[src/tlalrm_params.svh]
// Register offsets, field positions, reset values and widths of the limit alarm
`ifndef TLALRM_PARAMS_SVH
`define TLALRM_PARAMS_SVH

// ****************************************
// Register byte offsets
// ****************************************
`define TLALRM_OFS_CTRL      8'h00
`define TLALRM_OFS_HIGH      8'h04
`define TLALRM_OFS_LOW       8'h08
`define TLALRM_OFS_HYST      8'h0C
`define TLALRM_OFS_CRIT      8'h10
`define TLALRM_OFS_TEMP      8'h14
`define TLALRM_OFS_STATE     8'h18
`define TLALRM_OFS_IRQ_STAT  8'h1C
`define TLALRM_OFS_IRQ_CLR   8'h20
`define TLALRM_OFS_IRQ_EN    8'h24

// ****************************************
// Field positions and widths
// ****************************************
`define TLALRM_TEMP_W        16
`define TLALRM_HYST_W        4
`define TLALRM_CTRL_MODE     0
`define TLALRM_CTRL_SHDN     1
`define TLALRM_IRQ_W         3
`define TLALRM_IRQ_CONV      0
`define TLALRM_IRQ_ALARM     1
`define TLALRM_IRQ_CRIT      2

// ****************************************
// Reset values
// ****************************************
`define TLALRM_RST_CTRL      2'h0
`define TLALRM_RST_HIGH      16'h2000
`define TLALRM_RST_LOW       16'h0280
`define TLALRM_RST_HYST      4'h5
`define TLALRM_RST_CRIT      16'h4980

`endif

[src/tlalrm_pkg.sv]
// Types shared by the temperature limit alarm
package tlalrm_pkg;

  // Alarm behaviour; interrupt is the power-up choice
  typedef enum logic {
    TLALRM_MODE_INTERRUPT,
    TLALRM_MODE_COMPARATOR
  } tlalrm_mode_type;

  // One conversion result handed in by the converter
  typedef struct packed {
    logic        valid;
    logic [15:0] temp;
  } tlalrm_conv_type;

  // AHB-Lite slave request signals
  typedef struct packed {
    logic        hsel;
    logic [31:0] haddr;
    logic [1:0]  htrans;
    logic        hwrite;
    logic [2:0]  hsize;
    logic        hready;
  } tlalrm_ahb_req_type;

endpackage : tlalrm_pkg

[src/tlalrm_core.sv]
// Temperature limit alarm with AHB-Lite register slave
//
// The implementer's own choices: register access over AHB-Lite and the register offsets.
`timescale 1ns/100ps
`default_nettype none
`include "tlalrm_params.svh"

module tlalrm_core (
  input  wire logic                         hclk,
  input  wire logic                         hresetn,
  input  wire logic                         clk_en,
  input  wire tlalrm_pkg::tlalrm_ahb_req_type ahb_req,
  input  wire logic [31:0]                  hwdata,
  output logic [31:0]                       hrdata,
  output logic                              hreadyout,
  output logic                              hresp,
  input  wire tlalrm_pkg::tlalrm_conv_type  conv,
  output logic                              alarm_out,
  output logic                              critical_alarm_out,
  output logic                              shutdown,
  output logic                              irq
);
  import tlalrm_pkg::*;

  // ****************************************
  // Functions
  // ****************************************
  // Signed compare of two temperature codes
  function automatic logic sgt(input logic [15:0] a, input logic [15:0] b);
    sgt = $signed(a) > $signed(b);
  endfunction : sgt

  // Apply hysteresis in whole-degree steps of the 1/128 degree code
  function automatic logic [15:0] hyst_code(input logic [3:0] h);
    hyst_code = {5'h00, h, 7'h00};
  endfunction : hyst_code

  // ****************************************
  // Bus address phase capture
  // ****************************************
  logic        ph_valid_reg;
  logic        ph_write_reg;
  logic [7:0]  ph_addr_reg;
  wire         addr_take = ahb_req.hsel & ahb_req.hready & ahb_req.htrans[1];

  // Latch address phase for the following data phase
  always_ff @(posedge hclk or negedge hresetn) begin
    if (!hresetn) begin
      ph_valid_reg <= 1'b0;
      ph_write_reg <= 1'b0;
      ph_addr_reg  <= 8'h00;
    end else if (clk_en) begin
      ph_valid_reg <= addr_take;
      ph_write_reg <= ahb_req.hwrite;
      ph_addr_reg  <= ahb_req.haddr[7:0];
    end
  end

  // Zero wait states, always OKAY
  assign hreadyout = 1'b1;
  assign hresp     = 1'b0;

  // ****************************************
  // Write and read decode
  // ****************************************
  wire wr_en     = ph_valid_reg & ph_write_reg & clk_en;
  wire rd_take   = addr_take & ~ahb_req.hwrite & clk_en;
  wire wr_ctrl   = wr_en & (ph_addr_reg == `TLALRM_OFS_CTRL);
  wire wr_high   = wr_en & (ph_addr_reg == `TLALRM_OFS_HIGH);
  wire wr_low    = wr_en & (ph_addr_reg == `TLALRM_OFS_LOW);
  wire wr_hyst   = wr_en & (ph_addr_reg == `TLALRM_OFS_HYST);
  wire wr_crit   = wr_en & (ph_addr_reg == `TLALRM_OFS_CRIT);
  wire wr_iclr   = wr_en & (ph_addr_reg == `TLALRM_OFS_IRQ_CLR);
  wire wr_ien    = wr_en & (ph_addr_reg == `TLALRM_OFS_IRQ_EN);

  // ****************************************
  // Configuration registers
  // ****************************************
  tlalrm_mode_type mode_reg;
  logic        shdn_reg;
  logic [15:0] high_reg;
  logic [15:0] low_reg;
  logic [3:0]  hyst_reg;
  logic [15:0] crit_reg;
  logic [2:0]  ien_reg;

  // Software-written settings
  always_ff @(posedge hclk or negedge hresetn) begin
    if (!hresetn) begin
      mode_reg <= TLALRM_MODE_INTERRUPT;
      shdn_reg <= 1'b0;
      high_reg <= `TLALRM_RST_HIGH;
      low_reg  <= `TLALRM_RST_LOW;
      hyst_reg <= `TLALRM_RST_HYST;
      crit_reg <= `TLALRM_RST_CRIT;
      ien_reg  <= 3'h0;
    end else if (clk_en) begin
      if (wr_ctrl) begin
        mode_reg <= hwdata[`TLALRM_CTRL_MODE] ? TLALRM_MODE_COMPARATOR
                                               : TLALRM_MODE_INTERRUPT;
        shdn_reg <= hwdata[`TLALRM_CTRL_SHDN];
      end
      if (wr_high) high_reg <= hwdata[15:0];
      if (wr_low)  low_reg  <= hwdata[15:0];
      if (wr_hyst) hyst_reg <= hwdata[3:0];
      if (wr_crit) crit_reg <= hwdata[15:0];
      if (wr_ien)  ien_reg  <= hwdata[2:0];
    end
  end

  assign shutdown = shdn_reg;

  // ****************************************
  // Shutdown control decode
  // ****************************************
  // A shutdown write blocks a conversion landing in the same cycle,
  // so that entering shutdown never moves a comparator output
  wire         shdn_set  = wr_ctrl & hwdata[`TLALRM_CTRL_SHDN];
  // Of shutdown writes, only the 0 to 1 step of the bit clears a latched alarm
  wire         shdn_rise = shdn_set & ~shdn_reg;

  // ****************************************
  // Conversion sampling
  // ****************************************
  logic [15:0] temp_reg;
  // One result is taken per conversion pulse, never while shut down
  wire         conv_take = conv.valid & ~shdn_reg & ~shdn_set & clk_en;

  // Keep the newest result for software
  always_ff @(posedge hclk or negedge hresetn) begin
    if (!hresetn) begin
      temp_reg <= 16'h0000;
    end else if (conv_take) begin
      temp_reg <= conv.temp;
    end
  end

  // ****************************************
  // Limit comparisons
  // ****************************************
  // Release thresholds, all derived from the one hysteresis step
  wire [15:0]  hyst_step = hyst_code(hyst_reg);
  wire [15:0]  high_rel  = high_reg - hyst_step;
  wire [15:0]  low_rel   = low_reg + hyst_step;
  wire [15:0]  crit_lim  = crit_reg - hyst_step;

  // Comparisons against the arriving result, all signed
  wire         over_high = sgt(conv.temp, high_reg);
  wire         under_low = sgt(low_reg, conv.temp);
  wire         beyond    = over_high | under_low;
  wire         below_rel = sgt(high_rel, conv.temp);
  wire         above_rel = sgt(conv.temp, low_rel);
  wire         in_band   = below_rel & above_rel;
  wire         over_crit = sgt(conv.temp, crit_reg);
  wire         crit_rel  = sgt(crit_lim, conv.temp);

  // ****************************************
  // Alarm state
  // ****************************************
  logic alarm_reg;
  logic alarm_next;
  logic armed_reg;
  logic armed_next;
  logic crit_alarm_reg;
  logic crit_next;

  // Comparator: set beyond a limit, cleared only once back inside both bands
  wire cmp_alarm = beyond | (alarm_reg & ~in_band);
  wire cmp_crit  = over_crit | (crit_alarm_reg & ~crit_rel);

  // Interrupt: an excursion sets the alarm latch only while it is re-armed; the critical latch sets without re-arming
  wire int_set    = conv_take & beyond & armed_reg;
  wire int_crit   = conv_take & over_crit;
  // Any read or the start of shutdown drops the latched outputs
  wire int_rd_clr = rd_take;
  wire int_sd_clr = shdn_rise;
  wire int_clr    = int_rd_clr | int_sd_clr;

  // Next alarm state per mode; a clear wins over a same-cycle set
  always_comb begin
    alarm_next = alarm_reg;
    armed_next = armed_reg;
    crit_next  = crit_alarm_reg;
    unique case (mode_reg)
      TLALRM_MODE_COMPARATOR: begin
        // Comparator outputs ignore reads; shutdown only freezes them by blocking results
        armed_next = 1'b1;
        if (conv_take) begin
          alarm_next = cmp_alarm;
          crit_next  = cmp_crit;
        end
      end
      TLALRM_MODE_INTERRUPT: begin
        // An in-range result re-arms, a result beyond a limit disarms
        if (conv_take) begin
          armed_next = ~beyond;
        end
        if (int_set) begin
          alarm_next = 1'b1;
        end
        if (int_crit) begin
          crit_next = 1'b1;
        end
        if (int_clr) begin
          alarm_next = 1'b0;
          crit_next  = 1'b0;
        end
        if (int_sd_clr) begin
          armed_next = 1'b1;
        end
      end
    endcase
  end

  // Alarm flip-flops; the latch starts armed so the first excursion counts
  always_ff @(posedge hclk or negedge hresetn) begin
    if (!hresetn) begin
      alarm_reg      <= 1'b0;
      armed_reg      <= 1'b1;
      crit_alarm_reg <= 1'b0;
    end else if (clk_en) begin
      alarm_reg      <= alarm_next;
      armed_reg      <= armed_next;
      crit_alarm_reg <= crit_next;
    end
  end

  // Alarm outputs come straight from flip-flops
  assign alarm_out          = alarm_reg;
  assign critical_alarm_out = crit_alarm_reg;

  // ****************************************
  // Interrupt status
  // ****************************************
  logic [`TLALRM_IRQ_W-1:0] istat_reg;
  wire  [`TLALRM_IRQ_W-1:0] ievt;
  wire  [`TLALRM_IRQ_W-1:0] iclr;

  // Event sources: every result, and rising edges of both alarms
  assign ievt[`TLALRM_IRQ_CONV]  = conv_take;
  assign ievt[`TLALRM_IRQ_ALARM] = alarm_next & ~alarm_reg;
  assign ievt[`TLALRM_IRQ_CRIT]  = crit_next & ~crit_alarm_reg;
  // Write ones to clear; the clear register itself reads as zero
  assign iclr = wr_iclr ? hwdata[`TLALRM_IRQ_W-1:0] : 3'h0;

  // Set wins over clear, so an event in the clear cycle is never lost
  always_ff @(posedge hclk or negedge hresetn) begin
    if (!hresetn) begin
      istat_reg <= 3'h0;
    end else if (clk_en) begin
      istat_reg <= (istat_reg & ~iclr) | ievt;
    end
  end

  // Level interrupt while any enabled status bit is set
  assign irq = |(istat_reg & ien_reg);

  // ****************************************
  // Read data
  // ****************************************
  logic [31:0] rdata_reg;
  wire  [7:0]  ra = ahb_req.haddr[7:0];
  wire         mode_bit = (mode_reg == TLALRM_MODE_COMPARATOR);
  // Unmapped offsets and the clear register read as zero
  wire  [31:0] rmux =
    (ra == `TLALRM_OFS_CTRL)     ? {30'h0, shdn_reg, mode_bit} :
    (ra == `TLALRM_OFS_HIGH)     ? {16'h0, high_reg} :
    (ra == `TLALRM_OFS_LOW)      ? {16'h0, low_reg} :
    (ra == `TLALRM_OFS_HYST)     ? {28'h0, hyst_reg} :
    (ra == `TLALRM_OFS_CRIT)     ? {16'h0, crit_reg} :
    (ra == `TLALRM_OFS_TEMP)     ? {16'h0, temp_reg} :
    (ra == `TLALRM_OFS_STATE)    ? {29'h0, armed_reg, crit_alarm_reg, alarm_reg} :
    (ra == `TLALRM_OFS_IRQ_STAT) ? {29'h0, istat_reg} :
    (ra == `TLALRM_OFS_IRQ_EN)   ? {29'h0, ien_reg} : 32'h0;

  // Read data is loaded when the address phase is taken, so it stands
  // through the data phase with no wait state and until the next read;
  // the state word shows the alarm level from before this read clears it
  always_ff @(posedge hclk or negedge hresetn) begin
    if (!hresetn) begin
      rdata_reg <= 32'h0;
    end else if (rd_take) begin
      rdata_reg <= rmux;
    end
  end

  // Read data leaves through a register
  assign hrdata = rdata_reg;

endmodule : tlalrm_core
`default_nettype wire

[config.mk]
export PLATFORM = sky130hd
export DESIGN_NAME = tlalrm_core
export DESIGN_NICKNAME = d
export VERILOG_FILES = /design/src/tlalrm_pkg.sv /design/src/tlalrm_core.sv
export VERILOG_INCLUDE_DIRS = /design/src
export SDC_FILE = /design/constraint.sdc
export NUM_CORES = 1
export LEC_CHECK = 0
export BUFFER_PORTS_ARGS = -buffer_cell sky130_fd_sc_hd__buf_2
export CORE_UTILIZATION = 45
export DETAILED_ROUTE_END_ITERATION = 8
export GPL_ROUTABILITY_DRIVEN = 0
export PLACE_DENSITY = 0.69
export SETUP_SLACK_MARGIN = 0.15
export SLEW_MARGIN = 20
export SYNTH_ARGS = -nofsm -noshare
export SYNTH_HDL_FRONTEND = slang
export SYNTH_SLANG_ARGS = --single-unit
[constraint.sdc]
create_clock -name hclk -period 3.6 [get_ports hclk]
set_input_delay 1.08 -clock hclk [delete_from_list [all_inputs] [get_ports hclk]]
set_output_delay 1.08 -clock hclk [all_outputs]
set_load 0.02 [all_outputs]
## After elaboration in Yosys (flattened, before gate mapping)

Cells that the tools add are included.

- Add/subtract/negate cells: 3
- Multiply operators: 0
- Divide/modulo/power cells: 0
- $lt $le $gt $ge: 6
- Eq/ne operators: 15
- Shift-type cells: 0
- Multiplexer cells: 22
- Bitwise gates (word level): 43
- Reductions and logical operators: 10

Operators with widths:

| kind | count |
|---|---|
| greater-than comparator 16 bit | 6 |
| two-way mux 16 bit | 6 |
| equality test 8 x 5 -> 1 bit, second input constant | 5 |
| equality test 8 x 4 -> 1 bit, second input constant | 4 |
| subtractor 16 x 11 -> 16 bit | 2 |
| bitwise AND 1 bit | 26 |
| equality test 8 x 6 -> 1 bit, second input constant | 3 |
| adder 16 x 11 -> 16 bit | 1 |
| equality test 8 x 3 -> 1 bit, second input constant | 2 |
| zero test 8 bit | 2 |
| AND reduction 2 bit | 7 |
| two-way mux 3 bit | 4 |
| two-way mux 1 bit | 9 |
| NOT 1 bit | 9 |
| bitwise AND 3 bit | 2 |
| case mux 1 bit (2 select lines) | 3 |
| OR 1 bit | 4 |
| != test 3 bit, second input constant | 1 |
| NOT 3 bit | 1 |
| OR 3 bit | 1 |
| OR reduction 3 bit | 1 |

- Bits in registers: 121
- Latch bits: 0
- Memory bits (writable): 0
- Bits in read-only memories: 0
- Output and inout port bits: 38
- Word-level logic and storage cells: 115
- Memories: 0

## Depth between registers and ports, before layout

- Depth after elaboration: 14
- Depth in mapped cells: 15

## Least setup slack after synthesis

No wires, ideal clock.

- Kind: register to register
- From: register hyst_reg[1]
- To: register alarm_reg (netlist: alarm_out)
- Library setup time: 0.135 ns
- Data arrival time: 3.078 ns
- Data required time: 3.465 ns
- Path slack: 0.387 ns
- Cell stages (with the launch flop): 16
- Path buffers: 0
- Period minus slack after synthesis: 3.213 ns
- Path through: dfrtp_1 > inv_1 > ha_1 > nor2b_1 > o21ai_0 > nand2b_1 > a21o_1 > nor4_1 > xnor2_1 > ha_1 > nand4_1 > a2111oi_0 > nor2_1 > and4b_1 > nor4_1 > o22ai_1

- Cells in the longest elaborated chain, start to end: 8
- Elaborated cells between the ends (all ways): 10
- Those cells by class: 2 x add/sub; 2 x order compare; 2 x mux; 4 x bitwise

RTL lines:

| what | RTL line | text |
|---|---|---|
| from (decl) | tlalrm_core.sv:83 | `logic [3:0] hyst_reg;` |
| from (signal assigned) | tlalrm_core.sv:94 | `` hyst_reg <= `TLALRM_RST_HYST; `` |
| from (signal assigned) | tlalrm_core.sv:105 | `if (wr_hyst) hyst_reg <= hwdata[3:0];` |
| subtractor 16 x 11 -> 16 bit / adder 16 x 11 -> 16 bit (equally long branches) | tlalrm_core.sv:143, tlalrm_core.sv:144 |  |
| greater-than comparator 16 bit | tlalrm_core.sv:30 | `sgt = $signed(a) > $signed(b);` |
| bitwise AND 1 bit (*) | tlalrm_core.sv:153 | `wire in_band = below_rel & above_rel;` |
| NOT 1 bit (*) | tlalrm_core.sv:168 | `wire cmp_alarm = beyond \| (alarm_reg & ~in_band);` |
| bitwise AND 1 bit (*) | tlalrm_core.sv:168 |  |
| OR 1 bit (*) | tlalrm_core.sv:168 |  |
| two-way mux 1 bit (*) | tlalrm_core.sv:188 | `if (conv_take) begin` |
| case mux 1 bit (2 select lines) (*) | tlalrm_core.sv:184 | `unique case (mode_reg)` |
| to (signal assigned) | tlalrm_core.sv:222 | `alarm_reg <= alarm_next;` |
| to (decl) | tlalrm_core.sv:160 | `logic alarm_reg;` |

Every way passes the cells marked *; elsewhere a longest branch is shown, timed or not.
A chain may end at the register's enable or synchronous reset.

## Final worst setup path

- From: register hyst_reg[0]
- To: register alarm_reg (netlist: alarm_out)

Same word-level chain as after synthesis.

==> impl_summary.log <==
[metrics] count of filler cells inserted in the layout: 1,566
[metrics] wire length after detailed routing: 21.6 mm
[metrics] maximum buffer depth of the clock tree: 2
[metrics] run status: finished, final reports clean
[metrics] async set or reset register ratio after synthesis: 100%
[metrics] number of global-route vias before repair: 6,086
[metrics] post-synth top area cell: sky130_fd_sc_hd__dfrtp_1
[metrics] net count of the finished layout: 1,088
[metrics] number of standard-cell rows in the floorplan: 47
[metrics] number of buffers inserted by hold repair at cts: 0
[metrics] capturing element of the worst setup path: alarm_out
[metrics] aggregate negative setup slack: 0 ps
[metrics] total global routing overflow: 0
[metrics] number of clock buffers inserted by TritonCTS: 9
[metrics] # clock sinks: 105
[metrics] data required time of the worst path: 3850 ps
[metrics] length of routed met2 wiring: 9.88 mm
[metrics] height of the die: 133 um
[metrics] clock latency at the later pin of the worst-skew pair: 370 ps
[metrics] LEAKAGE: 4.34 nW
[metrics] Max Clock Skew: 11.1 ps
[metrics] clock tree from TritonCTS: done
[metrics] RSZ-0062 raised after global routing: yes
[metrics] Yosys warnings: 0
[metrics] total stage count of the critical path: 16
[metrics] launch point of the worst reg-to-reg path: hyst_reg[0]
[metrics] mapped cell area: 7750 sq um
[metrics] length of routed met3 wiring: 1.44 mm
[metrics] average vias per placed instance: 5.74
[metrics] M1 WL: 9.81 mm
[metrics] area growth from synthesis to layout: 14.5%
[metrics] synth unique cells: 64
[metrics] largest net degree at the start of global routing: 56
[metrics] CP bufs+invs: 3
[metrics] share of the clock period used by the worst path after layout: 93.1%
[metrics] worst-path maximum fanout: 3
[metrics] Slowest Stage Delay on Critical Path: 620 ps
[metrics] total number of vias: 6,366
[metrics] Die X-Extent: 133 um
[metrics] wire length of the first global-routing pass: 33.4 mm
[metrics] critical path type: reg2reg
[metrics] most frequently used flop master after synthesis: sky130_fd_sc_hd__dfrtp_1
[metrics] cell count of the worst reg-to-reg path: 16
[metrics] number of antenna violations at the first check in global routing: 0
[metrics] transition at the pin with the smallest max-transition slack: 698 ps
[metrics] Finished Core Util: 53.2%
[metrics] initial cell density of the core: 46.4%
[metrics] Clock Pin Slew Worst Setup and Hold Paths: 80 ps
[metrics] Commonest cells post-synth: sky130_fd_sc_hd__ha_1, sky130_fd_sc_hd__dfrtp_1, sky130_fd_sc_hd__inv_1
[metrics] total inserted antenna cells: 0
[metrics] arrival time of data at the critical path endpoint: 3600 ps
[metrics] worst path setup slack after routing: 250 ps
[metrics] worst-case headroom to the max-slew limit: 53.4%
[metrics] half-perimeter wire length after placement: 16.3 mm
[metrics] ranking of synthesized cells by area: sky130_fd_sc_hd__dfrtp_1, sky130_fd_sc_hd__ha_1, sky130_fd_sc_hd__mux2_2
[metrics] number of iterations in the first detailed-routing pass: 6
[metrics] Die Area: 17,800 sq um
[metrics] IO Port Bufs: 67
[metrics] number of enable flip-flop cells after synthesis: 0
[metrics] Critical Path Source: hyst_reg[0]
[metrics] DRT iter0 DRCs: 492
[metrics] number of register bits inferred by synthesis: 105
[metrics] count of antenna-violating nets left after detailed routing: 0
[metrics] Placeable Area: 16,700 sq um
[metrics] capturing element type of the critical path: flop
[metrics] Post-Synthesis Mean Instance Area: 9.68 sq um
[metrics] H-tree lvl count: 3
[metrics] Avg WL per Cell: 19.4 um
[metrics] max-cap check violation count: 0
[metrics] boundary pin count: 130
[metrics] critical path startpoint category: flop
[metrics] cell family with the largest share of critical-path delay: simple AND/OR/NAND/NOR gates
[metrics] count of final max-slew check failures: 0
[metrics] Cell Pwr Density: 316 nW/um^2
[metrics] Clock Root Buffer: sky130_fd_sc_hd__clkbuf_16
[metrics] post-placement worst setup slack: 130 ps
[metrics] type of the tightest min-delay check: reg2reg
[metrics] Reg2Reg Capture Point: alarm_out
[metrics] All-Layer GR Usage: 24.8%
[metrics] worst reg-to-reg setup slack: 250 ps
[metrics] top layer used by detailed routing: met4
[metrics] highest ir drop seen on vdd: 0.000325 V
[metrics] cell seen most often among critical-path stages: sky130_fd_sc_hd__buf_4
[metrics] max frequency: 0.298 GHz
[metrics] fraction of synthesized cell area taken by the top area cell type: 30.7%
[metrics] final setup fails: 0
[metrics] final hold violations: 0
[metrics] fraction of final layout cells sized beyond drive strength 1: 23.8%
[metrics] most frequent cell after synthesis: sky130_fd_sc_hd__ha_1
[metrics] cell breakdown of the critical path: buf_6 > ha_4 > fa_2 > nor2b_1 > o21ai_1 > nand2b_1 > buf_4 > xnor2_1 > ha_1 > nand4_1 > buf_4 > nor4_4 > a221oi_2 > nand3_1 > nor4_2 > o22ai_1
[metrics] Slowest-stage cell, CP: sky130_fd_sc_hd__dfstp_2
[metrics] final routed DRC violation total: 0
[metrics] sequential share of the synthesized area: 34.0%
[metrics] Final Total Pwr: 2.81 mW
[metrics] min Tclk post-route: 3350 ps
[metrics] count of mapped cells out of synthesis: 801
-- cells in the final DEF (no fill, tap or decap), types with 8 or more instances in the layout --
cell                          n
sky130_fd_sc_hd__xor2_1       8
sky130_fd_sc_hd__nand2_1     74
sky130_fd_sc_hd__clkbuf_16    9
sky130_fd_sc_hd__nand3_1     16
sky130_fd_sc_hd__mux2_2      48
sky130_fd_sc_hd__nor2b_1     12
sky130_fd_sc_hd__nor2_1      28
sky130_fd_sc_hd__o21ai_0     60
sky130_fd_sc_hd__buf_2       66
sky130_fd_sc_hd__buf_4       28
sky130_fd_sc_hd__conb_1      18
sky130_fd_sc_hd__a222oi_1    10
sky130_fd_sc_hd__xnor2_1     13
sky130_fd_sc_hd__ha_1       106
sky130_fd_sc_hd__dfstp_2     10
sky130_fd_sc_hd__dfrtp_1     95
sky130_fd_sc_hd__a21oi_1     32
sky130_fd_sc_hd__inv_1       76
sky130_fd_sc_hd__nand4_1     20
sky130_fd_sc_hd__mux2_4      10
sky130_fd_sc_hd__a21o_1      19
-- where the power goes --
group	leakage [nW]	total [mW]	switching [mW]	internal [mW]
sequential	1.31	1.30	0.0569	1.25
clock	0.151	1.06	0.490	0.568
combinational	2.87	0.443	0.274	0.170
-- worst reg2reg max path, delay by kind of cell (launching register included) --
| family | cells | cell delay [ps] |
|---|---|---|
| AO/OA/AOI/OAI | 3 | 490 |
| XOR/XNOR | 1 | 190 |
| adder cells (fa/ha/maj) | 3 | 630 |
| buffers and inverters | 3 | 460 |
| flip-flops | 1 | 620 |
| AND/OR/NAND/NOR | 6 | 850 |
-- metal layers --
| layer | GRT usage, % | vias up |
|---|---|---|
| met2 | 38.9 | 239 |
| li1 | - | 2995 |
| met3 | 4.00 | 27 |
| met5 | 0 | - |
| met1 | 34.7 | 3105 |
| met4 | 8.40 | 0 |
-- metrics by stage --
stage / std cells / hold slack (ps) / instance area [sq um]
finish: 1110 / 472 / 8880
global route: 1110 / 492 / 8880
CTS: 1100 / 482 / 8660
detailed placement: 1084 / 465 / 8340
global placement: 1084 / 456 / 8340
floorplan: 817 / 445 / 7810
-- kinds of logic (layout without fill, tap and decap cells) --
kind of cell / after synthesis / count (layout) / synth area share (%)
xor+xnor: 21 / 21 / 2.37
simple gates: 207 / 207 / 14.2
flops: 105 / 105 / 34.0
compound gates: 175 / 175 / 14.5
buf+inv: 116 / 189 / 6.94
other cells: 2 / 18 / 0.0969
fa+ha+maj: 111 / 111 / 18.2
mux: 64 / 64 / 9.68
-- how the worst min path moves through the flow --
stage / startpoint / to / slack (ps) / cells past startpoint
2_1_floorplan: temp_reg[2] / temp_reg[2] / 440 / 2
3_3_place_gp: hrdata[13] / hrdata[13] / 460 / 2
3_5_place_dp: hrdata[10] / hrdata[10] / 470 / 2
4_1_cts: hrdata[10] / hrdata[10] / 480 / 2
5_1_grt: hrdata[10] / hrdata[10] / 490 / 2
6_report: hrdata[13] / hrdata[13] / 470 / 2
-- area by class of cell --
cell class | count | area [sq um] | area share (%)
tap | 220 | 275 | 3.10
clock inverter | 6 | 71.3 | 0.803
clock buffer | 10 | 239 | 2.69
multi-input combinational | 596 | 4790 | 53.9
sequential | 105 | 2640 | 29.7
inverter | 76 | 285 | 3.21
timing repair buffer | 97 | 583 | 6.57
-- repair_timing --
| action | 4_1_cts | 5_1_grt |
|---|---|---|
| setup buffers | 0 | 10 |
| endpoints found under the setup margin | 1 | 2 |
| pin swaps | 0 | 17 |
| resized for setup | 4 | 25 |
No activity file was read; power rests on OpenSTA's default activity.
